File: config.mk
export PLATFORM = sky130hd
export DESIGN_NAME = watchdog_control_unit
export DESIGN_NICKNAME = d
export VERILOG_FILES = /design/src/pkg/guard_pkg.sv /design/src/rtl/watchdog_control_unit.sv
export SDC_FILE = /design/constraint.sdc
export NUM_CORES = 1
export LEC_CHECK = 0
export BUFFER_PORTS_ARGS = -buffer_cell sky130_fd_sc_hd__buf_4
export CORE_UTILIZATION = 45
export DETAILED_ROUTE_END_ITERATION = 12
export PLACE_DENSITY = 0.71
export SYNTH_ARGS = -nofsm -noshare
export SYNTH_HDL_FRONTEND = slang
export SYNTH_SLANG_ARGS = --single-unit
File: constraint.sdc
create_clock -name aclk -period 3.8 [get_ports aclk]
set_input_delay 0.38 -clock aclk [delete_from_list [all_inputs] [get_ports aclk]]
set_output_delay 0.38 -clock aclk [all_outputs]
set_load 0.05 [all_outputs]
File: src/pkg/guard_pkg.sv
// Constants, field layouts and carried types of the watchdog control unit.
// Assumes an AXI4-Lite master with 32-bit data and a 16-bit byte address.
package guard_pkg;
  // ----------------------------------------------------------------------
  // Register indices; byte address is four times the index
  // ----------------------------------------------------------------------
  localparam logic [13:0] cfg_idx = 14'h0fd4; // guard_config_reg
  localparam logic [13:0] code_idx = 14'h0fd5; // guard_code_reg
  localparam logic [13:0] count_idx = 14'h0fd6; // guard_count_monitor
  localparam logic [13:0] status_idx = 14'h0fd7; // guard_status_reg
  localparam logic [13:0] mask_idx = 14'h0fd8; // Interrupt mask
  localparam logic [13:0] option_idx = 14'h0fd9; // Divider option
  // ----------------------------------------------------------------------
  // Field positions, reset values and codes
  // ----------------------------------------------------------------------
  localparam int en_bit = 5;
  localparam logic [7:0] cfg_reset = 8'ha6;
  localparam logic [1:0] cfg_top_bits = 2'h2;
  localparam logic [7:0] clear_code = 8'h4e;
  localparam logic [7:0] disable_code = 8'hb1;
  localparam logic [7:0] count_max = 8'hff;
  localparam logic [7:0] quarter = 8'h40;
  localparam logic [7:0] half = 8'h80;
  localparam logic [7:0] three_quarters = 8'hc0;
  // Prescaler exponents: overflow exponent minus the 8 counter bits
  localparam logic [4:0] gear_pre_base = 5'h0a;
  localparam logic [4:0] low_pre_base = 5'h03;
  localparam logic [1:0] resp_okay = 2'h0;
  localparam logic [1:0] resp_decerr = 2'h3;
  // ----------------------------------------------------------------------
  // Carried types
  // ----------------------------------------------------------------------
  typedef struct packed {
    logic en;
    logic [1:0] window;
    logic [1:0] period;
    logic action;
  } cfg_t;
  typedef struct packed {
    logic ovf; // Overflow with interrupt action
    logic win; // Clear code outside the clear time
  } events_t;
endpackage : guard_pkg

File: src/rtl/watchdog_control_unit.sv
// Watchdog control unit: configuration, code, monitor and status registers
// on AXI4-Lite, prescaler, 8-bit up counter, clear window and requests.
// Assumes source ticks and mode inputs are synchronous one-clock levels.
//
// Local design decision: the AXI4-Lite register port.
module watchdog_control_unit (
  // Clock and reset
  input wire logic aclk,
  input wire logic aresetn,
  // Write address channel
  input wire logic [15:0] awaddr,
  input wire logic awvalid,
  output logic awready,
  // Write data channel
  input wire logic [31:0] wdata,
  input wire logic [3:0] wstrb,
  input wire logic wvalid,
  output logic wready,
  // Write response channel
  output logic [1:0] bresp,
  output logic bvalid,
  input wire logic bready,
  // Read channels
  input wire logic [15:0] araddr,
  input wire logic arvalid,
  output logic arready,
  output logic [31:0] rdata,
  output logic [1:0] rresp,
  output logic rvalid,
  input wire logic rready,
  // Clock sources, one-cycle pulses per source period
  input wire logic gear_tick,
  input wire logic low_tick,
  // System state
  input wire logic slow_mode,
  input wire logic warmup_done,
  // Requests
  output logic guard_int_req,
  output logic guard_reset_req,
  output logic irq
);

  // ----------------------------------------------------------------------
  // State
  // ----------------------------------------------------------------------
  typedef struct packed {
    guard_pkg::cfg_t cfg; // guard_config_reg writable fields
    logic div_opt; // low_clock_divider_option
    logic started; // Warm-up has been seen
    logic active; // Counter is running
    logic [7:0] count; // 8-bit up counter
    logic [15:0] pre; // Prescaler
    guard_pkg::events_t sticky; // Sticky event bits
    guard_pkg::events_t mask; // Interrupt mask
    logic aw_have; // Write address held
    logic [13:0] aw_idx;
    logic w_have; // Write data held
    logic [7:0] w_byte;
    logic w_lane; // Byte lane 0 strobed
    logic awready;
    logic wready;
    logic bvalid;
    logic [1:0] bresp;
    logic arready;
    logic rvalid;
    logic [1:0] rresp;
    logic [31:0] rdata;
    logic int_req;
    logic rst_req;
    logic irq;
  } state_t;

  state_t st; // Registered state
  state_t next_st; // Next state
  logic low_src; // Low-frequency clock is the source
  logic src_tick; // Selected source tick
  logic [4:0] pre_exp; // Prescaler width
  logic [15:0] pre_mask; // Prescaler terminal mask
  logic count_tick; // Counter advance
  logic do_write; // Write commits this cycle
  logic early; // Clear code inside the forbidden part
  logic [7:0] rd_byte; // Read mux
  logic rd_hit; // Read address mapped
  logic overflow; // Counter wraps

  // ----------------------------------------------------------------------
  // Source clock and prescaler selection
  // ----------------------------------------------------------------------
  // Low clock in slow mode or when the divider option is set
  always_comb begin
    low_src = slow_mode | st.div_opt;
    src_tick = low_src ? low_tick : gear_tick;
    pre_exp = (low_src ? guard_pkg::low_pre_base : guard_pkg::gear_pre_base)
      + {2'h0, st.cfg.period, 1'b0};
    pre_mask = 16'hffff >> (5'h10 - pre_exp);
    count_tick = st.active & src_tick & ((st.pre & pre_mask) == pre_mask);
    overflow = count_tick & (st.count == guard_pkg::count_max);
  end

  // Clear window: the lower part of the period is forbidden
  always_comb begin
    unique case (st.cfg.window)
      2'h0: early = 1'b0;
      2'h1: early = st.count < guard_pkg::quarter;
      2'h2: early = st.count < guard_pkg::half;
      2'h3: early = st.count < guard_pkg::three_quarters;
    endcase
  end

  // ----------------------------------------------------------------------
  // Read decode
  // ----------------------------------------------------------------------
  // Code register is write-only and reads zero
  always_comb begin
    rd_hit = 1'b1;
    unique case (araddr[15:2])
      guard_pkg::cfg_idx: rd_byte = {guard_pkg::cfg_top_bits, st.cfg};
      guard_pkg::code_idx: rd_byte = 8'h00;
      guard_pkg::count_idx: rd_byte = st.count;
      guard_pkg::status_idx: rd_byte = {5'h00, st.sticky, st.active};
      guard_pkg::mask_idx: rd_byte = {6'h00, st.mask};
      guard_pkg::option_idx: rd_byte = {7'h00, st.div_opt};
      default: begin
        rd_byte = 8'h00;
        rd_hit = 1'b0;
      end
    endcase
  end

  // ----------------------------------------------------------------------
  // Next state
  // ----------------------------------------------------------------------
  always_comb begin
    next_st = st;
    do_write = st.aw_have & st.w_have & ~st.bvalid;
    next_st.int_req = 1'b0;
    next_st.rst_req = 1'b0;
    // Bus channel captures; address and data may arrive in either order
    if (awvalid & st.awready) begin
      next_st.aw_have = 1'b1;
      next_st.aw_idx = awaddr[15:2];
    end
    if (wvalid & st.wready) begin
      next_st.w_have = 1'b1;
      next_st.w_byte = wdata[7:0];
      next_st.w_lane = wstrb[0];
    end
    if (st.bvalid & bready) begin
      next_st.bvalid = 1'b0;
    end
    // Counting; prescaler runs only while active
    if (st.active & src_tick) begin
      next_st.pre = st.pre + 16'h0001;
    end
    if (count_tick) begin
      next_st.count = st.count + 8'h01; // Wraps, keeps counting
    end
    // Overflow action
    if (overflow) begin
      if (st.cfg.action) begin
        next_st.rst_req = 1'b1;
      end else begin
        next_st.int_req = 1'b1;
      end
    end
    // Automatic start once warm-up is over
    if (warmup_done & ~st.started) begin
      next_st.started = 1'b1;
      next_st.active = st.cfg.en;
    end
    // Register writes
    if (do_write) begin
      next_st.aw_have = 1'b0;
      next_st.w_have = 1'b0;
      next_st.bvalid = 1'b1;
      next_st.bresp = guard_pkg::resp_okay;
      if (st.w_lane) begin
        unique case (st.aw_idx)
          guard_pkg::cfg_idx: begin
            next_st.cfg.en = st.w_byte[guard_pkg::en_bit];
            // Fields move only while disabled or in the enabling write
            if (~st.cfg.en) begin
              next_st.cfg = st.w_byte[5:0];
            end
            if (~st.cfg.en & st.w_byte[guard_pkg::en_bit] & st.started) begin
              next_st.active = 1'b1;
            end
          end
          guard_pkg::code_idx: begin
            if (st.w_byte == guard_pkg::clear_code && st.active) begin
              if (early) begin
                next_st.sticky.win = 1'b1;
                next_st.int_req = 1'b1;
              end else begin
                next_st.count = 8'h00;
                next_st.pre = 16'h0000;
              end
            end
            // Disable takes priority over a coincident overflow
            if (st.w_byte == guard_pkg::disable_code && ~st.cfg.en) begin
              next_st.active = 1'b0;
              next_st.count = 8'h00;
              next_st.pre = 16'h0000;
              next_st.int_req = 1'b0;
              next_st.rst_req = 1'b0;
            end
          end
          guard_pkg::status_idx: begin
            next_st.sticky = st.sticky & ~st.w_byte[2:1];
          end
          guard_pkg::mask_idx: next_st.mask = st.w_byte[1:0];
          guard_pkg::option_idx: next_st.div_opt = st.w_byte[0];
          guard_pkg::count_idx: next_st.bresp = guard_pkg::resp_okay;
          default: next_st.bresp = guard_pkg::resp_decerr;
        endcase
      end
    end
    // Events set after clears so a coincident event is kept
    if (overflow & ~st.cfg.action & next_st.int_req) begin
      next_st.sticky.ovf = 1'b1;
    end
    if (next_st.int_req & ~overflow) begin
      next_st.sticky.win = 1'b1;
    end
    // Read channel
    if (st.rvalid & rready) begin
      next_st.rvalid = 1'b0;
    end
    if (arvalid & st.arready) begin
      next_st.rvalid = 1'b1;
      next_st.rdata = {24'h000000, rd_byte};
      next_st.rresp = rd_hit ? guard_pkg::resp_okay : guard_pkg::resp_decerr;
    end
    // One write and one read in flight; ready drops while holding
    next_st.awready = ~next_st.aw_have & ~next_st.bvalid;
    next_st.wready = ~next_st.w_have & ~next_st.bvalid;
    next_st.arready = ~next_st.rvalid;
    next_st.irq = |(next_st.sticky & next_st.mask);
  end

  // ----------------------------------------------------------------------
  // State register
  // ----------------------------------------------------------------------
  // Synchronous reset; everything takes constants
  always_ff @(posedge aclk) begin
    if (!aresetn) begin
      st <= '0;
      st.cfg <= guard_pkg::cfg_reset[5:0];
    end else begin
      st <= next_st;
    end
  end

  // ----------------------------------------------------------------------
  // Outputs straight from the state register
  // ----------------------------------------------------------------------
  assign awready = st.awready;
  assign wready = st.wready;
  assign bvalid = st.bvalid;
  assign bresp = st.bresp;
  assign arready = st.arready;
  assign rvalid = st.rvalid;
  assign rresp = st.rresp;
  assign rdata = st.rdata;
  assign guard_int_req = st.int_req;
  assign guard_reset_req = st.rst_req;
  assign irq = st.irq;

  // ----------------------------------------------------------------------
  // Checks
  // ----------------------------------------------------------------------
  auto_start_a: assert property (@(posedge aclk) disable iff (!aresetn)
    warmup_done && !st.started && st.cfg.en |=> st.active)
    else $error("watchdog did not start after warm-up");

  stopped_hold_a: assert property (@(posedge aclk) disable iff (!aresetn)
    !st.active && !(warmup_done && !st.started) && !do_write |=>
    $stable(st.count))
    else $error("counter moved while stopped");

  early_clear_a: assert property (@(posedge aclk) disable iff (!aresetn)
    do_write && st.w_lane && st.aw_idx == guard_pkg::code_idx &&
    st.w_byte == guard_pkg::clear_code && st.active && early |=>
    guard_int_req && st.sticky.win)
    else $error("early clear code did not raise interrupt");

  late_clear_a: assert property (@(posedge aclk) disable iff (!aresetn)
    do_write && st.w_lane && st.aw_idx == guard_pkg::code_idx &&
    st.w_byte == guard_pkg::clear_code && st.active && !early |=>
    st.count == 8'h00)
    else $error("clear code did not clear counter");

  ovf_action_a: assert property (@(posedge aclk) disable iff (!aresetn)
    overflow && !(do_write && st.aw_idx == guard_pkg::code_idx) |=>
    (guard_reset_req == $past(st.cfg.action)) &&
    (guard_int_req == !$past(st.cfg.action)))
    else $error("overflow produced the wrong request");

  frozen_cfg_a: assert property (@(posedge aclk) disable iff (!aresetn)
    st.cfg.en |=> $stable(st.cfg[4:0]))
    else $error("fields changed while enabled");

  top_bits_a: assert property (@(posedge aclk) disable iff (!aresetn)
    arvalid && st.arready && araddr[15:2] == guard_pkg::cfg_idx |=>
    rvalid && rdata[7:6] == 2'h2)
    else $error("config top bits read wrong");

  disable_zero_a: assert property (
    @(posedge aclk) disable iff (!aresetn)
    do_write && st.w_lane && st.aw_idx == guard_pkg::code_idx &&
    st.w_byte == guard_pkg::disable_code && !st.cfg.en |=>
    !st.active && st.count == 8'h00 && !guard_reset_req ##1
    st.count == 8'h00)
    else $error("disable sequence did not stop counter");

  irq_level_a: assert property (@(posedge aclk) disable iff (!aresetn)
    ##1 irq == |($past(next_st.sticky) & $past(next_st.mask)))
    else $error("interrupt level mismatch");

endmodule // watchdog_control_unit

==> results by group, run 1 <==
Routing
  • Drt drc: 0
  • Pre-antenna DRT Iters: 4
  • Avg WL per Cell: between 10 and 15 um
  • Initial DRC Count: 142
  • Post-route ant nets: 0
  • Post-Route WL: 8.71 mm
  • Via Count: ~3500
  • Via density: between 5 and 6

Finish
  • N_diodes: 0
  • Multi-input logic area: roughly 0.0021 mm^2
  • Fillers: 837
  • Area Overhead vs Synth: 16.1%
  • Share of cells above drive strength 1: 0.170
  • Nets: approximately 630
  • Top reg by flops: st
  • Max FFs per register: 62
  • Sequential cell area: 0.00160 mm^2

Timing
  • Setup_tns: 0 ns
  • Final period util: 0.859
  • Slew Viols, Final: 0
  • Skew final: about 0.0073 ns
  • Number of setup violations in the final report: 0
  • Slew headroom: 0.505
  • Post-layout minimum cycle time: roughly 3.3 ns
  • F_max: slightly above 300 MHz
  • RSZ-0062 raised after global routing: no
  • Hold Violations, Final: 0
  • Slew at the pin closest to its max-slew limit: roughly 0.74 ns
  • Hold Slack: around 0.28 ns

Floorplan
  • Starting Density: 0.464
  • DIE AREA: slightly above 0.009 mm^2
  • Num rows: 34
  • Die H: 96.6 um
  • Core box area: slightly below 0.009 mm^2
  • I/O pins: 123
  • Die X: about 97 um

Worst setup path
  • WP data required: 4.06 ns
  • Crit end category: flop
  • Critical Path Start Type: flop
  • Critical path class: reg2reg
  • Worst R2R Path Depth: 10
  • Reg-to-reg startpoint: st[99]$_SDFFE_PN0P_
  • Crit path max fanout: 8
  • FF-to-FF setup slack: between 0.5 and 0.6 ns
  • Top delay family on crit path: compound AO/OA/AOI/OAI gates
  • Worst Path Arrival: 3.52 ns
  • CP Buf/Inv Count: 1
  • Slowest CP cell: a2111oi_2
  • CP most frequent cell: ha_1
  • Worst path max stage delay: approximately 0.57 ns
  • Crit-path cells: nor2_1 > ha_1 > inv_1 > ha_1 > nand2b_1 > a221o_1 > o32a_1 > a2111oi_2 > a31oi_1 > o31ai_1
  • Worst r2r dst: irq$_SDFF_PN0_

Min path
  • Hold Path Class: in2reg
  • Hold_sp: awaddr[14]
  • Hold Crit Depth: 3
  • Worst Hold End: st[66]$_SDFFE_PN0P_

CTS
  • Later-pin clock latency in the skew report: about 0.34 ns
  • Resized cells post-CTS: 0
  • Number of clock sinks: 80
  • CTS H-tree depth: 3
  • CTS root buffer: clkbuf_8
  • Hold buffers post-CTS: 0
  • CTS tree: yes
  • Reg clk slew, reported paths: approximately 0.08 ns
  • Setup bufs post-CTS: 0
  • Clock buffer depth: 2
  • CTS buffer count: 9

Placed design
  • Number of port buffers: between 60 and 70
  • DP Wirelength: between 6 and 7 mm
  • Routability cong.: roughly 0.90

Power
  • Power per cell area: approximately 390 mW/mm^2
  • Worst vdd ir: between 0.15 and 0.2 mV
  • Leak: about 1.8 nW

Synthesis
  • Netlist Area Pre-Place: between 0.004 and 0.005 mm^2
  • Most used DFF post-synth: dfxtp_1
  • Mux share of post-synthesis cell area: 0.0351
  • Synth Warn #: 0
  • Asr flop ratio synth: 0
  • Syn Area/Cell: about 8 um^2
  • XOR/XNOR Fraction of Synth Area: 0.0304
  • Area leader, netlist: dfxtp_1
  • Sequential fraction of the synthesis area: 0.398
  • Post-Synthesis Cells: 490
  • Complex-gate fraction of the synthesized area: 0.157
  • Top cell type's share of synthesized area: 0.398
  • Number of flops mapped to enable cells by yosys: 0
  • Simple-gate share of the synthesized area: 0.248
  • Synth Area in Adders: 0.0335
  • Largest family of logic cells by synthesized area: simple AND/OR/NAND/NOR gates
  • Top cells by area, synth: dfxtp_1 (40%), buf_4 (6.7%), nand2_1 (6.6%)
  • Register bit total from synthesis: 80
  • Synth unique cells: 57

GRT
  • Met2 usage: 0.319
  • GRT met1 Usage: 0.249
  • Top Usage Layer GRT: met2
  • Total gr overflow: 0
  • Largest net degree at the start of global routing: 46
  • GR Layer Usage met3: 0.0368
  • Gr usage total: 0.192
  • Initial antenna violation count: 0
  • Vias in the first global route: about 3200
  • First-pass GRT wire length: 14.9 mm

Run status
  • Status: complete, no violations

Flow run
  • Maxcap violations: 0
-- where the power goes --
| part | internal (mW) | total, mW | switching [mW] |
|---|---|---|---|
| combinational | 0.0723 | 0.218 | 0.146 |
| clock | 0.432 | 0.733 | 0.301 |
| sequential | 0.860 | 0.880 | 0.0199 |
| total | 1.36 | 1.83 | 0.467 |
-- layout make-up --
cell class | count | area share
multi-input cells | 364 | 0.453
clock buffers | 9 | 0.0265
repair buffers | 70 | 0.112
inverters | 17 | 0.0136
clock inverters | 6 | 0.0233
flip-flops and latches | 80 | 0.342
well taps | 108 | 0.0289
-- cell families (layout without fill, tap and decap cells) --
group | Yosys count | count (layout)
and+or+nand+nor | 203 | 203
AOI/OAI and AO/OA | 98 | 98
DFF | 80 | 80
buffers and inverters | 69 | 102
xor gates and xnor gates | 14 | 14
muxes | 14 | 14
adders and majority gates | 11 | 11
other | 1 | 24
-- per-layer routing --
| metal | vias to the layer above | share of wire |
|---|---|---|
| met4 | 0 | 0.014 |
| met1 | 1618 | 0.46 |
| met5 | - | 0 |
| met2 | 99 | 0.47 |
| li1 | 1776 | - |
| met3 | 9 | 0.049 |
-- per-stage QoR --
stage	instance area, um^2	std cells	setup slack, ns	power (mW)	utilization
final	4680	654	0.537	1.83	0.539
after floorplan	4120	513	0.768	1.07	-
after CTS	4680	654	0.529	1.84	0.539
after global routing	4680	654	0.234	1.90	0.539
after detailed placement	4450	639	0.353	1.12	0.512
after global placement	4450	639	0.423	1.11	0.512
-- worst max path at each step --
stage / startpoint / endpoint / slack (ns) / cells after the start
after floorplan: slow_mode / st[96]$_SDFF_PN0_ / 0.77 / 10
after global placement: slow_mode / irq$_SDFF_PN0_ / 0.42 / 11
after detailed placement: slow_mode / irq$_SDFF_PN0_ / 0.35 / 11
after CTS: st[99]$_SDFFE_PN0P_ / irq$_SDFF_PN0_ / 0.53 / 10
after global routing: st[99]$_SDFFE_PN0P_ / irq$_SDFF_PN0_ / 0.23 / 10
final: st[99]$_SDFFE_PN0P_ / irq$_SDFF_PN0_ / 0.54 / 10
-- cell usage in the layout, fill, tap and decap left out, types with 4 or more instances in the layout --
| cell | n |
|---|---|
| a21oi_1 | 44 |
| a2bb2oi_1 | 6 |
| and3_1 | 5 |
| buf_4 | 70 |
| clkbuf_8 | 9 |
| conb_1 | 24 |
| dfxtp_1 | 80 |
| ha_1 | 10 |
| inv_1 | 16 |
| mux2i_1 | 13 |
| nand2_1 | 71 |
| nand2b_1 | 8 |
| nand3_1 | 13 |
| nand4_1 | 12 |
| nand4b_1 | 6 |
| nor2_1 | 47 |
| nor3_1 | 6 |
| nor3b_1 | 5 |
| nor4_1 | 4 |
| o21a_1 | 5 |
| o21ai_0 | 12 |
| o31ai_1 | 4 |
| or3_1 | 9 |
| xnor2_1 | 7 |
| xor2_1 | 7 |
-- worst register-to-register path: cells and delay by family (launching register included) --
| family | cells | cell delay, ns |
|---|---|---|
| flip-flops | 1 | 0.32 |
| AO/OA/AOI/OAI | 5 | 1.65 |
| AND/OR/NAND/NOR | 2 | 0.58 |
| adder cells (fa/ha/maj) | 2 | 0.60 |
| buffers and inverters | 1 | 0.05 |
-- cell usage after synthesis, drive strengths merged, types with 3 or more instances --
cell      n
a211oi    3
a21oi    44
a2bb2oi   6
and2      3
and3      5
buf      36
clkbuf   16
dfxtp    80
ha       10
inv      17
mux2i    13
nand2    71
nand2b    8
nand3    13
nand3b    3
nand4    12
nand4b    6
nor2     47
nor2b     3
nor3      6
nor3b     5
nor4      4
o211ai    3
o21a      5
o21ai    13
o31ai     4
or3       9
xnor2     7
xor2      7
Note: power is estimated with default switching activity, not from simulation.
==> inputs of run 2 (changes only) <==
Settings changed: CORE_ASPECT_RATIO set to 1.4, PLACE_DENSITY 0.71 to not set, PLACE_DENSITY_LB_ADDON set to 0.2, REMOVE_ABC_BUFFERS set to 1.
==> run 2 against run 1 <==
  * Non-clock buffer count is the same
  * Largest power group is now clock
  * Cell count fell by 0.31%
  * Maximum frequency down 0.97%
  * Worst hold slack improved by 0.0038 ns
  * Count of clock-buffer cells in the layout grew 3
  * Combinational power about the same
  * Sequential power about the same
  * Worst setup slack lost 0.032 ns
  * Utilization grew 1.3 points
  * Die area hardly changed
==> results by group, run 2 (synthesis gave the netlist of run 1 again) <==
Placed design
  • Number of port buffers: 67
  • Routability cong.: 0.902
  • DP Wirelength: between 6 and 7 mm
  • Inst Count DP: about 640

Finish
  • Finished Core Util: 0.552
  • Max FFs per register: 62
  • Share of cells above drive strength 1: 0.172
  • N_diodes: 0
  • Multi-input logic area: 0.00212 mm^2
  • Fillers: 827
  • Nets: approximately 630
  • Sequential cell area: 0.00160 mm^2
  • Top reg by flops: st
  • Commonest non-fill, non-tap cell in the layout: dfxtp_1
  • Non-filler cells, final: 652
  • Most frequent cells in the layout: dfxtp_1 (80), nand2_1 (71), buf_4 (70), nor2_1 (47), a21oi_1 (44)
  • Area Overhead vs Synth: 18.7%

Worst setup path
  • Critical path class: reg2reg
  • WP data required: roughly 4.1 ns
  • Worst Path Arrival: 3.56 ns
  • Crit end category: flop
  • Crit path max fanout: 9
  • Critical Path Start Type: flop

Power
  • Pint: around 1.6 mW
  • Reg power frac: 0.426
  • Leak: roughly 1.9 nW
  • Clk pwr share: 0.468
  • Switch Pwr: 0.506 mW
  • Power per cell area: roughly 430 mW/mm^2
  • Switching Share: 0.244
  • Combinational share of power: 0.106
  • Worst vdd ir: roughly 0.25 mV

Routing
  • Post-route ant nets: 0
  • Post-Route WL: slightly above 9 mm
  • Via Count: between 3000 and 4000
  • Drt drc: 0
  • Via density: approximately 5.4
  • Initial DRC Count: around 170
  • Pre-antenna DRT Iters: 4
  • Avg WL per Cell: approximately 14 um

CTS
  • Hold buffers post-CTS: 0
  • CTS buffer count: 9
  • Number of clock sinks: 80
  • Resized cells post-CTS: 0
  • Setup bufs post-CTS: 0
  • CTS tree: yes
  • Later-pin clock latency in the skew report: approximately 0.34 ns
  • Reg clk slew, reported paths: ~0.06 ns
  • CTS H-tree depth: 3
  • Clock buffer depth: 2
  • CTS root buffer: clkbuf_16

Timing
  • Final period util: 0.867
  • Slew Viols, Final: 0
  • Slew at the pin closest to its max-slew limit: 0.789 ns
  • Hold Slack: 0.282 ns
  • Slew headroom: 0.473
  • Hold Violations, Final: 0
  • Number of setup violations in the final report: 0
  • Post-layout minimum cycle time: around 3.3 ns
  • F_max: 304 MHz
  • RSZ-0062 raised after global routing: no
  • Skew final: ~0.006 ns
  • Setup_tns: 0 ns

Run status
  • Status: complete, no violations

GRT
  • Largest net degree at the start of global routing: between 40 and 50
  • First-pass GRT wire length: between 15 and 20 mm
  • Gr usage total: 0.214
  • Initial antenna violation count: 0
  • Vias in the first global route: 3302
  • Total gr overflow: 0

Floorplan
  • Die H: around 110 um
  • Core box area: roughly 0.0087 mm^2
  • I/O pins: between 100 and 150
  • Num rows: 40
  • Die X: about 80 um
  • Starting Density: 0.465
  • DIE AREA: between 0.009 and 0.01 mm^2

Flow run
  • Maxcap violations: 0

Min path
  • Hold Path Class: in2reg
-- run 2: changes by cell type in the layout (fill, tap and decap cells not counted) --
| cell | previous run | this run |
|---|---|---|
| clkinv_2 | 2 | 0 |
| bufinv_16 | 3 | 2 |
| clkinv_4 | 1 | 0 |
| clkbuf_8 | 9 | 3 |
| clkbuf_16 | 0 | 9 |
| clkinvlp_4 | 0 | 2 |
-- run 2: metrics by stage --
stage	total power [mW]	setup WS, ns	cell area, um^2
floorplan	1.04	0.759	3780
global placement	1.11	0.475	4440
detailed placement	1.12	0.373	4440
CTS	2.08	0.482	4780
global route	2.14	0.282	4780
finish	2.07	0.505	4780
-- run 2: area by class of cell --
| cell class | count | share of cell area |
|---|---|---|
| Timing Repair Buffer | 70 | 0.110 |
| Clock buffer | 12 | 0.0557 |
| Multi-Input combinational cell | 364 | 0.443 |
| Clock inverter | 4 | 0.0157 |
| Tap cell | 105 | 0.0275 |
| Inverter | 17 | 0.0133 |
| Sequential cell | 80 | 0.335 |
-- run 2: power groups by stage --
stage	Sequential, mW	Clock (mW)	Combinational (mW)
after floorplan	0.917	0	0.123
after global placement	0.898	0	0.216
after detailed placement	0.899	0	0.219
after CTS	0.880	0.981	0.220
after global routing	0.883	1.02	0.238
final	0.880	0.968	0.220
-- run 2: final timing paths --
check / start / end / slack, ns / cells after the start
max: st[99]$_SDFFE_PN0P_ / st[94]$_SDFF_PN0_ / 0.51 / 10
min reg2reg: st[67]$_SDFFE_PN0P_ / st[67]$_SDFFE_PN0P_ / 0.45 / 2
max reg2reg: st[99]$_SDFFE_PN0P_ / st[94]$_SDFF_PN0_ / 0.51 / 10
min: warmup_done / st[98]$_SDFFE_PN0P_ / 0.28 / 3
-- run 2: critical path: stages, from the launching register on --
cell and delay (ns):
dfxtp_1 0.35, nor2_1 0.41, ha_1 0.27, inv_1 0.05, ha_1 0.33, nand2b_1 0.16
a221o_1 0.29, o32a_1 0.33, a211o_1 0.36, or4_1 0.53, a21oi_1 0.15
-- run 2: layer usage --
layer / part of all wire / up-vias / routed length, um / GRT usage
li1: - / 1763 / - / -
met4: 0.027 / 0 / 250 / 0.105
met3: 0.031 / 21 / 291 / 0.0352
met1: 0.42 / 1677 / 3920 / 0.254
met5: 0 / - / 0 / 0
met2: 0.52 / 80 / 4810 / 0.365
